<file path="src/bgl_cfg.svh">
// Offsets, field positions, reset values and timing counts of the bus glue.
// Assumes a 125 MHz system clock and a 32-bit classic Wishbone register bus.
`ifndef BGL_CFG_SVH
`define BGL_CFG_SVH

// Register byte offsets.
`define BGL_ADR_CTRL 8'h00
`define BGL_ADR_STATUS 8'h04
`define BGL_ADR_SHIFTER 8'h08

// Control register fields and reset value.
`define BGL_CTRL_IRQ_EN 0
`define BGL_CTRL_RESET 1'h1

// Status register fields.
`define BGL_ST_IRQ 0
`define BGL_ST_LOAD 1
`define BGL_ST_RX_READY 2
`define BGL_ST_TX_READY 3
`define BGL_ST_TRIG 4
`define BGL_ST_CLR 5
`define BGL_ST_BUSY 6
`define BGL_ST_CLR_INT 7

// Positions in the synchronised pin vector.
`define BGL_PIN_W 19
`define BGL_P_DATA 0
`define BGL_P_CLR 7
`define BGL_P_TRIG 8
`define BGL_P_SERIAL_POLL_TX_ENABLE 9
`define BGL_P_TE1 10
`define BGL_P_TALK 11
`define BGL_P_LISTEN 12
`define BGL_P_TXHS_N 13
`define BGL_P_RXHS_N 14
`define BGL_P_TXREQ 15
`define BGL_P_CPU_OUT 16
`define BGL_P_T3 17
`define BGL_P_T2 18
// Synchroniser reset value: both handshakes idle high, so no false edge.
`define BGL_PIN_IDLE 19'h06000

// One-shot hold-off after the switch to shift, in ns and in clock cycles.
`define BGL_CLK_MHZ 125
`define BGL_ONESHOT_NS 20000
`define BGL_ONESHOT_CYC ((`BGL_ONESHOT_NS * `BGL_CLK_MHZ) / 1000)
`define BGL_TMR_W 16

`endif

</file>
<file path="src/bgl_pkg.sv">
// Types shared by the bus glue logic.
// Holds its own widths; takes no constants from bgl_cfg.svh.
package bgl_pkg;
    typedef enum logic {BGL_LOAD, BGL_SHIFT} bgl_sel_t;
    typedef logic [7:0] bgl_byte_t;
    typedef logic [31:0] bgl_word_t;
endpackage : bgl_pkg

</file>
<file path="src/bgl_glue.sv">
// Glue between a parallel instrument-bus interface chip and an isolated CPU.
// Assumes all pin inputs are asynchronous to MCLK and a Wishbone master.
`timescale 1ns/10ps
`default_nettype none
`include "bgl_cfg.svh"

module bgl_glue (
    // System.
    input wire logic MCLK,
    input wire logic RST,
    // Wishbone slave.
    input wire logic [7:0] WB_ADR_I,
    input wire bgl_pkg::bgl_word_t WB_DAT_I,
    output bgl_pkg::bgl_word_t WB_DAT_O,
    input wire logic WB_WE_I,
    input wire logic [3:0] WB_SEL_I,
    input wire logic WB_CYC_I,
    input wire logic WB_STB_I,
    output logic WB_ACK_O,
    // Isolated CPU side.
    input wire logic SHIFT_CLOCK_PULSE,
    input wire logic SECONDARY_ISOLATOR_PULSE,
    input wire logic CPU_SERIAL_OUTPUT,
    input wire logic TX_READY_REQ,
    output logic CPU_SERIAL_INPUT,
    output logic BUS_STATUS_IRQ,
    output logic LOAD_SELECT,
    // Interface chip handshakes and state.
    input wire logic RX_HANDSHAKE_N,
    input wire logic TX_HANDSHAKE_N,
    input wire logic LISTEN,
    input wire logic TALK,
    input wire logic TALK_ENABLE,
    input wire logic SERIAL_POLL_TX_ENABLE,
    input wire logic TRIGGER_PULSE,
    input wire logic CLEAR_PULSE,
    output logic RX_READY,
    output logic TX_READY,
    // Bus data lines 1 to 7 in, and the driven lines.
    input wire logic [6:0] BUS_DATA_IN,
    output logic DIO7_O,
    output logic DIO7_OE,
    output logic DIO8_O,
    output logic DIO8_OE,
    output logic EOI_O,
    output logic EOI_OE
);
    import bgl_pkg::*;

    // Every pin is synchronised; stage s1 feeds s2 only.
    logic [`BGL_PIN_W-1:0] s1, s2, s3;
    wire [`BGL_PIN_W-1:0] pin_raw = {SHIFT_CLOCK_PULSE,
        SECONDARY_ISOLATOR_PULSE, CPU_SERIAL_OUTPUT, TX_READY_REQ,
        RX_HANDSHAKE_N, TX_HANDSHAKE_N, LISTEN, TALK, TALK_ENABLE,
        SERIAL_POLL_TX_ENABLE, TRIGGER_PULSE, CLEAR_PULSE, BUS_DATA_IN};
    wire [`BGL_PIN_W-1:0] rise = s2 & ~s3;
    wire [`BGL_PIN_W-1:0] fall = ~s2 & s3;
    wire [`BGL_PIN_W-1:0] edge_any = s2 ^ s3;

    always_ff @(posedge MCLK or posedge RST) begin
        if (RST) begin
            // Stages start at the pins' idle levels so release makes no edge.
            s1 <= `BGL_PIN_IDLE;
            s2 <= `BGL_PIN_IDLE;
            s3 <= `BGL_PIN_IDLE;
        end else begin
            s1 <= pin_raw;
            s2 <= s1;
            s3 <= s2;
        end
    end

    wire t2 = s2[`BGL_P_T2];
    wire t3 = s2[`BGL_P_T3];
    wire t2_rise = rise[`BGL_P_T2];
    wire t3_rise = rise[`BGL_P_T3];
    wire listen = s2[`BGL_P_LISTEN];
    wire talk = s2[`BGL_P_TALK];
    wire te1 = s2[`BGL_P_TE1];
    wire serial_poll_tx_enable = s2[`BGL_P_SERIAL_POLL_TX_ENABLE];
    wire rx_hs = ~s2[`BGL_P_RXHS_N];
    wire rx_hs_fall = fall[`BGL_P_RXHS_N];
    wire tx_hs_fall = fall[`BGL_P_TXHS_N];
    wire tx_req_rise = rise[`BGL_P_TXREQ];
    wire trig_rise = rise[`BGL_P_TRIG];
    wire clr_rise_in = rise[`BGL_P_CLR];

    // Register state.
    logic ctrl_irq_en;
    logic irq_flag, clr_int, clr_int_q;
    logic trig_cap, clr_cap, trig_snap, clr_snap, trig_again, clr_again;
    logic load_q, pending, rx_ready, tx_ready;
    logic [`BGL_TMR_W-1:0] tmr;
    bgl_sel_t sel;
    bgl_byte_t shifter;

    // Monitored status lines: a move of any of them is a change, except RX handshake (fall only) and trigger and clear (rise only).
    wire state_change = |{edge_any[`BGL_P_LISTEN], edge_any[`BGL_P_TALK],
        edge_any[`BGL_P_TE1], edge_any[`BGL_P_SERIAL_POLL_TX_ENABLE], rx_hs_fall,
        edge_any[`BGL_P_TXHS_N], trig_rise, clr_rise_in};
    wire change_pulse = state_change & ctrl_irq_en;
    wire clr_int_rise = clr_int & ~clr_int_q;
    wire load_rise = (sel == BGL_LOAD) & ~load_q;
    wire busy = (tmr != '0);

    // Byte source selection.
    wire data_en_n = ~(~talk & rx_hs);
    wire [6:0] status_bits = {clr_cap, trig_cap, serial_poll_tx_enable, te1, talk, listen,
        rx_hs};
    wire bgl_byte_t mux_byte = data_en_n ? {status_bits, 1'b0}
        : {s2[`BGL_P_DATA +: 7], ~data_en_n};
    wire bgl_byte_t shift_byte = {s2[`BGL_P_CPU_OUT], shifter[7:1]};

    // Interrupt flag and the clear pulse that needs both isolator pulses.
    always_ff @(posedge MCLK or posedge RST) begin
        if (RST) begin
            clr_int <= 1'b0;
            clr_int_q <= 1'b0;
            irq_flag <= 1'b0;
        end else begin
            clr_int <= clr_int ? (t2 | t3) : (t2 & t3);
            clr_int_q <= clr_int;
            if (change_pulse)
                irq_flag <= 1'b1;
            else if (clr_int_rise)
                irq_flag <= 1'b0;
        end
    end

    // Load/shift select with the one-shot hold-off.
    // The timer is retriggered by every shift while it runs, so a slow CPU keeps it busy.
    always_ff @(posedge MCLK or posedge RST) begin
        if (RST) begin
            sel <= BGL_LOAD;
            load_q <= 1'b1;
            pending <= 1'b0;
            tmr <= '0;
        end else begin
            load_q <= (sel == BGL_LOAD);
            if (clr_int_rise) begin
                sel <= BGL_SHIFT;
                tmr <= `BGL_TMR_W'(`BGL_ONESHOT_CYC);
                pending <= change_pulse;
            end else if (sel == BGL_SHIFT && (busy || pending)) begin
                if (t2_rise)
                    tmr <= `BGL_TMR_W'(`BGL_ONESHOT_CYC);
                else if (busy)
                    tmr <= tmr - 1'b1;
                if (change_pulse)
                    pending <= 1'b1;
                else if (!busy) begin
                    sel <= BGL_LOAD;
                    pending <= 1'b0;
                end
            end else if (change_pulse) begin
                sel <= BGL_LOAD;
            end
        end
    end

    // Trigger and clear captures, protected against a pulse that arrives
    // between the interrupt and the load edge.
    always_ff @(posedge MCLK or posedge RST) begin
        if (RST) begin
            trig_cap <= 1'b0;
            clr_cap <= 1'b0;
            trig_snap <= 1'b0;
            clr_snap <= 1'b0;
            trig_again <= 1'b0;
            clr_again <= 1'b0;
        end else begin
            if (change_pulse) begin
                trig_snap <= trig_cap | trig_rise;
                clr_snap <= clr_cap | clr_rise_in;
            end
            trig_again <= (load_rise | change_pulse) ? 1'b0
                : (trig_again | trig_rise);
            clr_again <= (load_rise | change_pulse) ? 1'b0
                : (clr_again | clr_rise_in);
            if (trig_rise)
                trig_cap <= 1'b1;
            else if (load_rise && trig_snap && !trig_again)
                trig_cap <= 1'b0;
            if (clr_rise_in)
                clr_cap <= 1'b1;
            else if (load_rise && clr_snap && !clr_again)
                clr_cap <= 1'b0;
        end
    end

    // Shifter: bit 0 is the first bit seen by the CPU serial input.
    always_ff @(posedge MCLK or posedge RST) begin
        if (RST) begin
            shifter <= '0;
        end else if (t2_rise) begin
            shifter <= (sel == BGL_LOAD) ? mux_byte : shift_byte;
        end
    end

    // Receive-ready in its three modes.
    always_ff @(posedge MCLK or posedge RST) begin
        if (RST) begin
            rx_ready <= 1'b0;
        end else if (listen && te1) begin
            if (rx_hs_fall)
                rx_ready <= 1'b1;
        end else if (rise[`BGL_P_LISTEN] && !te1) begin
            rx_ready <= 1'b1;
        end else if (sel == BGL_SHIFT && t3_rise) begin
            rx_ready <= ~rx_ready;
        end
    end

    // Transmit-ready: the CPU request wins over a reset in the same cycle.
    always_ff @(posedge MCLK or posedge RST) begin
        if (RST) begin
            tx_ready <= 1'b0;
        end else if (tx_req_rise) begin
            tx_ready <= 1'b1;
        end else if (tx_hs_fall || edge_any[`BGL_P_TE1]) begin
            tx_ready <= 1'b0;
        end
    end

    // Registered pin outputs.
    wire drive_en = te1 | serial_poll_tx_enable;
    always_ff @(posedge MCLK or posedge RST) begin
        if (RST) begin
            CPU_SERIAL_INPUT <= 1'b0;
            BUS_STATUS_IRQ <= 1'b0;
            LOAD_SELECT <= 1'b1;
            RX_READY <= 1'b0;
            TX_READY <= 1'b0;
            DIO7_O <= 1'b0;
            DIO7_OE <= 1'b0;
            DIO8_O <= 1'b1;
            DIO8_OE <= 1'b0;
            EOI_O <= 1'b0;
            EOI_OE <= 1'b0;
        end else begin
            CPU_SERIAL_INPUT <= shifter[0];
            BUS_STATUS_IRQ <= irq_flag;
            LOAD_SELECT <= (sel == BGL_LOAD);
            RX_READY <= rx_ready;
            TX_READY <= tx_ready;
            DIO7_O <= shifter[6];
            DIO7_OE <= drive_en & ~serial_poll_tx_enable;
            DIO8_O <= serial_poll_tx_enable ? shifter[7] : 1'b1;
            DIO8_OE <= drive_en;
            EOI_O <= shifter[7];
            EOI_OE <= te1 & ~serial_poll_tx_enable;
        end
    end

    // Wishbone slave: one wait state, ack for one cycle, unmapped reads 0.
    wire req = WB_CYC_I & WB_STB_I & ~WB_ACK_O;
    wire hit_ctrl = (WB_ADR_I == `BGL_ADR_CTRL);
    wire [7:0] st_bits = {clr_int, busy, clr_cap, trig_cap, tx_ready,
        rx_ready, (sel == BGL_LOAD), irq_flag};
    wire bgl_word_t rd_data;
    assign rd_data = hit_ctrl ? {31'h0, ctrl_irq_en}
        : (WB_ADR_I == `BGL_ADR_STATUS) ? {24'h0, st_bits}
        : (WB_ADR_I == `BGL_ADR_SHIFTER) ? {24'h0, shifter}
        : 32'h0;

    always_ff @(posedge MCLK or posedge RST) begin
        if (RST) begin
            WB_ACK_O <= 1'b0;
            WB_DAT_O <= '0;
            ctrl_irq_en <= `BGL_CTRL_RESET;
        end else begin
            WB_ACK_O <= req;
            WB_DAT_O <= req ? rd_data : 32'h0;
            if (req && WB_WE_I && hit_ctrl && WB_SEL_I[0])
                ctrl_irq_en <= WB_DAT_I[`BGL_CTRL_IRQ_EN];
        end
    end
endmodule : bgl_glue
`default_nettype wire

</file>
<file path="config.mk">
export PLATFORM = sky130hd
export DESIGN_NAME = bgl_glue
export DESIGN_NICKNAME = d
export VERILOG_FILES = /design/src/bgl_pkg.sv /design/src/bgl_glue.sv
export VERILOG_INCLUDE_DIRS = /design/src
export SDC_FILE = /design/constraint.sdc
export NUM_CORES = 1
export LEC_CHECK = 0
export BUFFER_PORTS_ARGS = -buffer_cell sky130_fd_sc_hd__buf_4
export CAP_MARGIN = 20
export CORE_MARGIN = 2
export CORE_UTILIZATION = 30
export CTS_BUF_LIST = sky130_fd_sc_hd__clkbuf_4
export DETAILED_ROUTE_END_ITERATION = 16
export HOLD_SLACK_MARGIN = 0.08
export PLACE_DENSITY = 0.6
export SLEW_MARGIN = 0
export SYNTH_ARGS = -nofsm -noshare
export SYNTH_HDL_FRONTEND = slang
export SYNTH_SLANG_ARGS = --single-unit
</file>
<file path="constraint.sdc">
create_clock -name MCLK -period 5.4 [get_ports MCLK]
set_input_delay 0.27 -clock MCLK [delete_from_list [all_inputs] [get_ports MCLK]]
set_output_delay 0.27 -clock MCLK [all_outputs]
set_load 0.05 [all_outputs]
</file>
==> key figures <==
GRT
  – Overflow after GRT: 0
  – GRT Resource Usage Total: 11.44%
  – Vias in the first global route: 2821
  – Initial antenna violation count: 1
  – Largest net degree at the start of global routing: 67
  – First-pass GRT wire length: 13.58 mm

Layout
  – # fillers: 1380
  – Syn-to-layout area delta: 20.43%
  – Fin util: 37.03%
  – Layout cells sized above 1: 20.26%
  – Non-filler cells, final: 635
  – Fin nets: 520

Placement
  – Global placer's final weighted congestion: 0.8180
  – DP Wirelength: 5.902 mm
  – Port Buffers: 53
  – DP Cell Count: 595

Power
  – Sequential share of power: 56.6%
  – Leakage power: 2.243 nW
  – Power share of the combinational group: 16.3%
  – Sw frac: 31.79%
  – Clk pwr share: 27.1%
  – Total power: 1.650 mW
  – Max VDD drop: 0.1207 mV
  – Int Pwr: 1.126 mW
  – PD cells: 321.1 nW/um^2
  – Switching pwr: 524.6 uW

Routing
  – Post-Route WL: 8.340 mm
  – Routed vias/inst: 4.682
  – WL per Instance: 13.13 um
  – Routed Antenna Nets: 0
  – Iter 0 DRT Violations: 177
  – # DRC: 0
  – Drt first pass iters: 4
  – Vias post-DR: 2973

Floorplanning
  – Starting density of the core: 30.75%
  – Site Rows: 43
  – I/O Pins: 112
  – Die ar.: 15200 um^2
  – Die width: 123.3 um
  – Core ar.: 13880 um^2
  – Die Y: 123.3 um

STA
  – Final period utilization: 48.97%
  – Worst Tran Pin Value: 1.078 ns
  – Layout Skew: 0.03425 ns
  – Setup TNS: 0 ns
  – Peak Freq: 378.2 MHz
  – RSZ-0062 raised after global routing: false
  – Pins Over Slew Limit: 0
  – # setup viols final: 0
  – WHS: 0.1268 ns
  – Rel. slew slack: 27.65%
  – Final min period: 2.644 ns
  – Final hold vios: 0

Logic synthesis
  – Post-Syn Instances: 376
  – Synthesized area: 4268 um^2
  – Post-synth cell types: 60
  – Post-Syn Area per Cell: 11.35 um^2
  – #FFs+latches synth: 106
  – Post-synth ARST share: 100.0%
  – Dominant cell type by area after synthesis: dfrtp_1
  – Post-synth EDFFs: 0
  – Post-synth top cells: dfrtp_1, nand2_1, a21oi_1, buf_4, o21ai_0
  – Top-count cell post-synth: dfrtp_1
  – Synth warnings: 0
  – Top FF cell, synth: dfrtp_1
  – Yosys top cell area share: 56.87%
  – Synth top area cells: dfrtp_1, dfstp_2, buf_4, a21oi_1, o21ai_0
  – Post-synthesis sequential area ratio: 62.42%

CTS
  – CTS tree: done
  – CTS buffer count: 9
  – Post-CTS resize count: 0
  – Post-CTS setup buffer count: 0
  – Sink Count: 106
  – H-tree depth: 3
  – CTS root buf: clkbuf_4
  – Clock transition at path regs: 0.18 ns
  – Clk buf depth: 2
  – Worst skew pair latency: 0.46 ns

Worst setup path
  – CP Max Fanout: 26
  – Kind of critical path: flip-flop to flip-flop
  – CP Capture Type: flip-flop
  – Critical Path AT: 3.00 ns
  – Worst Setup Start Kind: flip-flop
  – Worst Path Required: 5.76 ns

Flow run
  – Max-cap violations: 0

Worst hold path
  – Worst hold path class: input port to flip-flop

Run status
  – Status: finished clean
## layout by cell type (no fill, tap or decap), types with 2 or more instances in the layout
cell type      netlist  layout
nand2_1             30      30
nand4_1              2       2
inv_1               14      13
nand3_1              7       7
xnor2_1              2       2
inv_8                0       4
buf_4               27      54
conb_1               1      24
a211oi_1             2       2
nand3b_1             3       3
nor2b_1              3       3
dfrtp_1             97      97
o41ai_1              3       3
dfstp_2              9       9
or3_1                4       4
nand2b_1             9       9
a21oi_1             27      27
nor3_1              13      13
a31oi_1              6       6
nor4_1               8       8
a22oi_1              7       7
nor3b_1              4       4
dlygate4sd3_1        0      23
or4_1                3       3
ha_1                 3       3
nor2_1              20      20
clkbuf_4             0       9
o211ai_1             2       2
o21ai_0             25      25
a21boi_0             2       2
o21ai_1              3       3
## area by class of cell
| class | count | area [um^2] | share of cell area, % |
|---|---|---|---|
| Antenna cell | 1 | 2.502 | 0.04869 |
| Sequential cell | 106 | 2664 | 51.83 |
| Multi-Input combinational cell | 241 | 1390 | 27.04 |
| Timing Repair Buffer | 77 | 635.6 | 12.37 |
| Tap cell | 180 | 225.2 | 4.382 |
| Inverter | 14 | 55.05 | 1.071 |
| Clock buffer | 9 | 67.56 | 1.315 |
| Clock inverter | 7 | 100.1 | 1.947 |
## power groups by stage
stage          combinational (mW)  sequential [mW]  clock [mW]
6_report                    0.268            0.935       0.447
5_1_grt                     0.295            0.946       0.499
4_1_cts                     0.271            0.935       0.466
3_5_place_dp                0.258            0.951           0
3_3_place_gp                0.253            0.945           0
2_1_floorplan               0.175            0.965           0
## repair_timing
item,4_1_cts,5_1_grt
endpoints found under the setup margin,0,0
endpoints found under the hold margin,58,0
hold buffers,23,0
## registers in the layout (all words and copies together), names as in the netlist, 8 cells and up
register  cells
WB_DAT_O      8
s1           19
s2           19
s3           11
shifter       8
tmr          16
## per-layer routing
metal  vias to the layer above  wire length (um)  track usage [%]
li1                       1426                 -                -
met1                      1445              3993            15.73
met2                        96              3750            17.65
met3                         6               485            2.445
met4                         0               110            4.616
met5                         -                 0                0
## worst paths after layout
path	startpoint	endpoint	slack (ns)	depth (start not counted)
max in group asynchronous	RST	trig_cap	3.83	4
max	s3[18]	tmr[9]	2.76	5
min reg2reg	s1[6]	s2[6]	0.37	0
min	WB_ADR_I[4]	WB_DAT_O[0]	0.13	4
max reg2reg	s3[18]	tmr[9]	2.76	5
min in group asynchronous	RST	s1[7]	0.36	3
## per-stage QoR
step                setup slack (ns)  instance area, um^2
global placement               2.849                 4740
finish                         2.756                 5140
detailed placement             2.775                 4740
floorplan                      2.356                 4354
global route                   2.551                 5140
CTS                            2.745                 5137
## critical path, stage by stage (launching register included)
cell and delay (ns):
dfrtp_1 0.41, nand2b_1 0.54, o21ai_1 1.04, or2_4 0.29
nor3_2 0.04, a32o_2 0.22
## logic make-up after synthesis
| group | after synthesis | share of synthesized area (%) |
|---|---|---|
| adders and majority gates | 4 | 1.114 |
| muxes | 2 | 0.4984 |
| DFF | 106 | 62.42 |
| buffers and inverters | 52 | 7.036 |
| other | 1 | 0.08787 |
| AOI/OAI and AO/OA | 89 | 12.84 |
| and+or+nand+nor | 119 | 15.39 |
| xor gates and xnor gates | 3 | 0.6158 |
(Power assumes the default switching activity.)
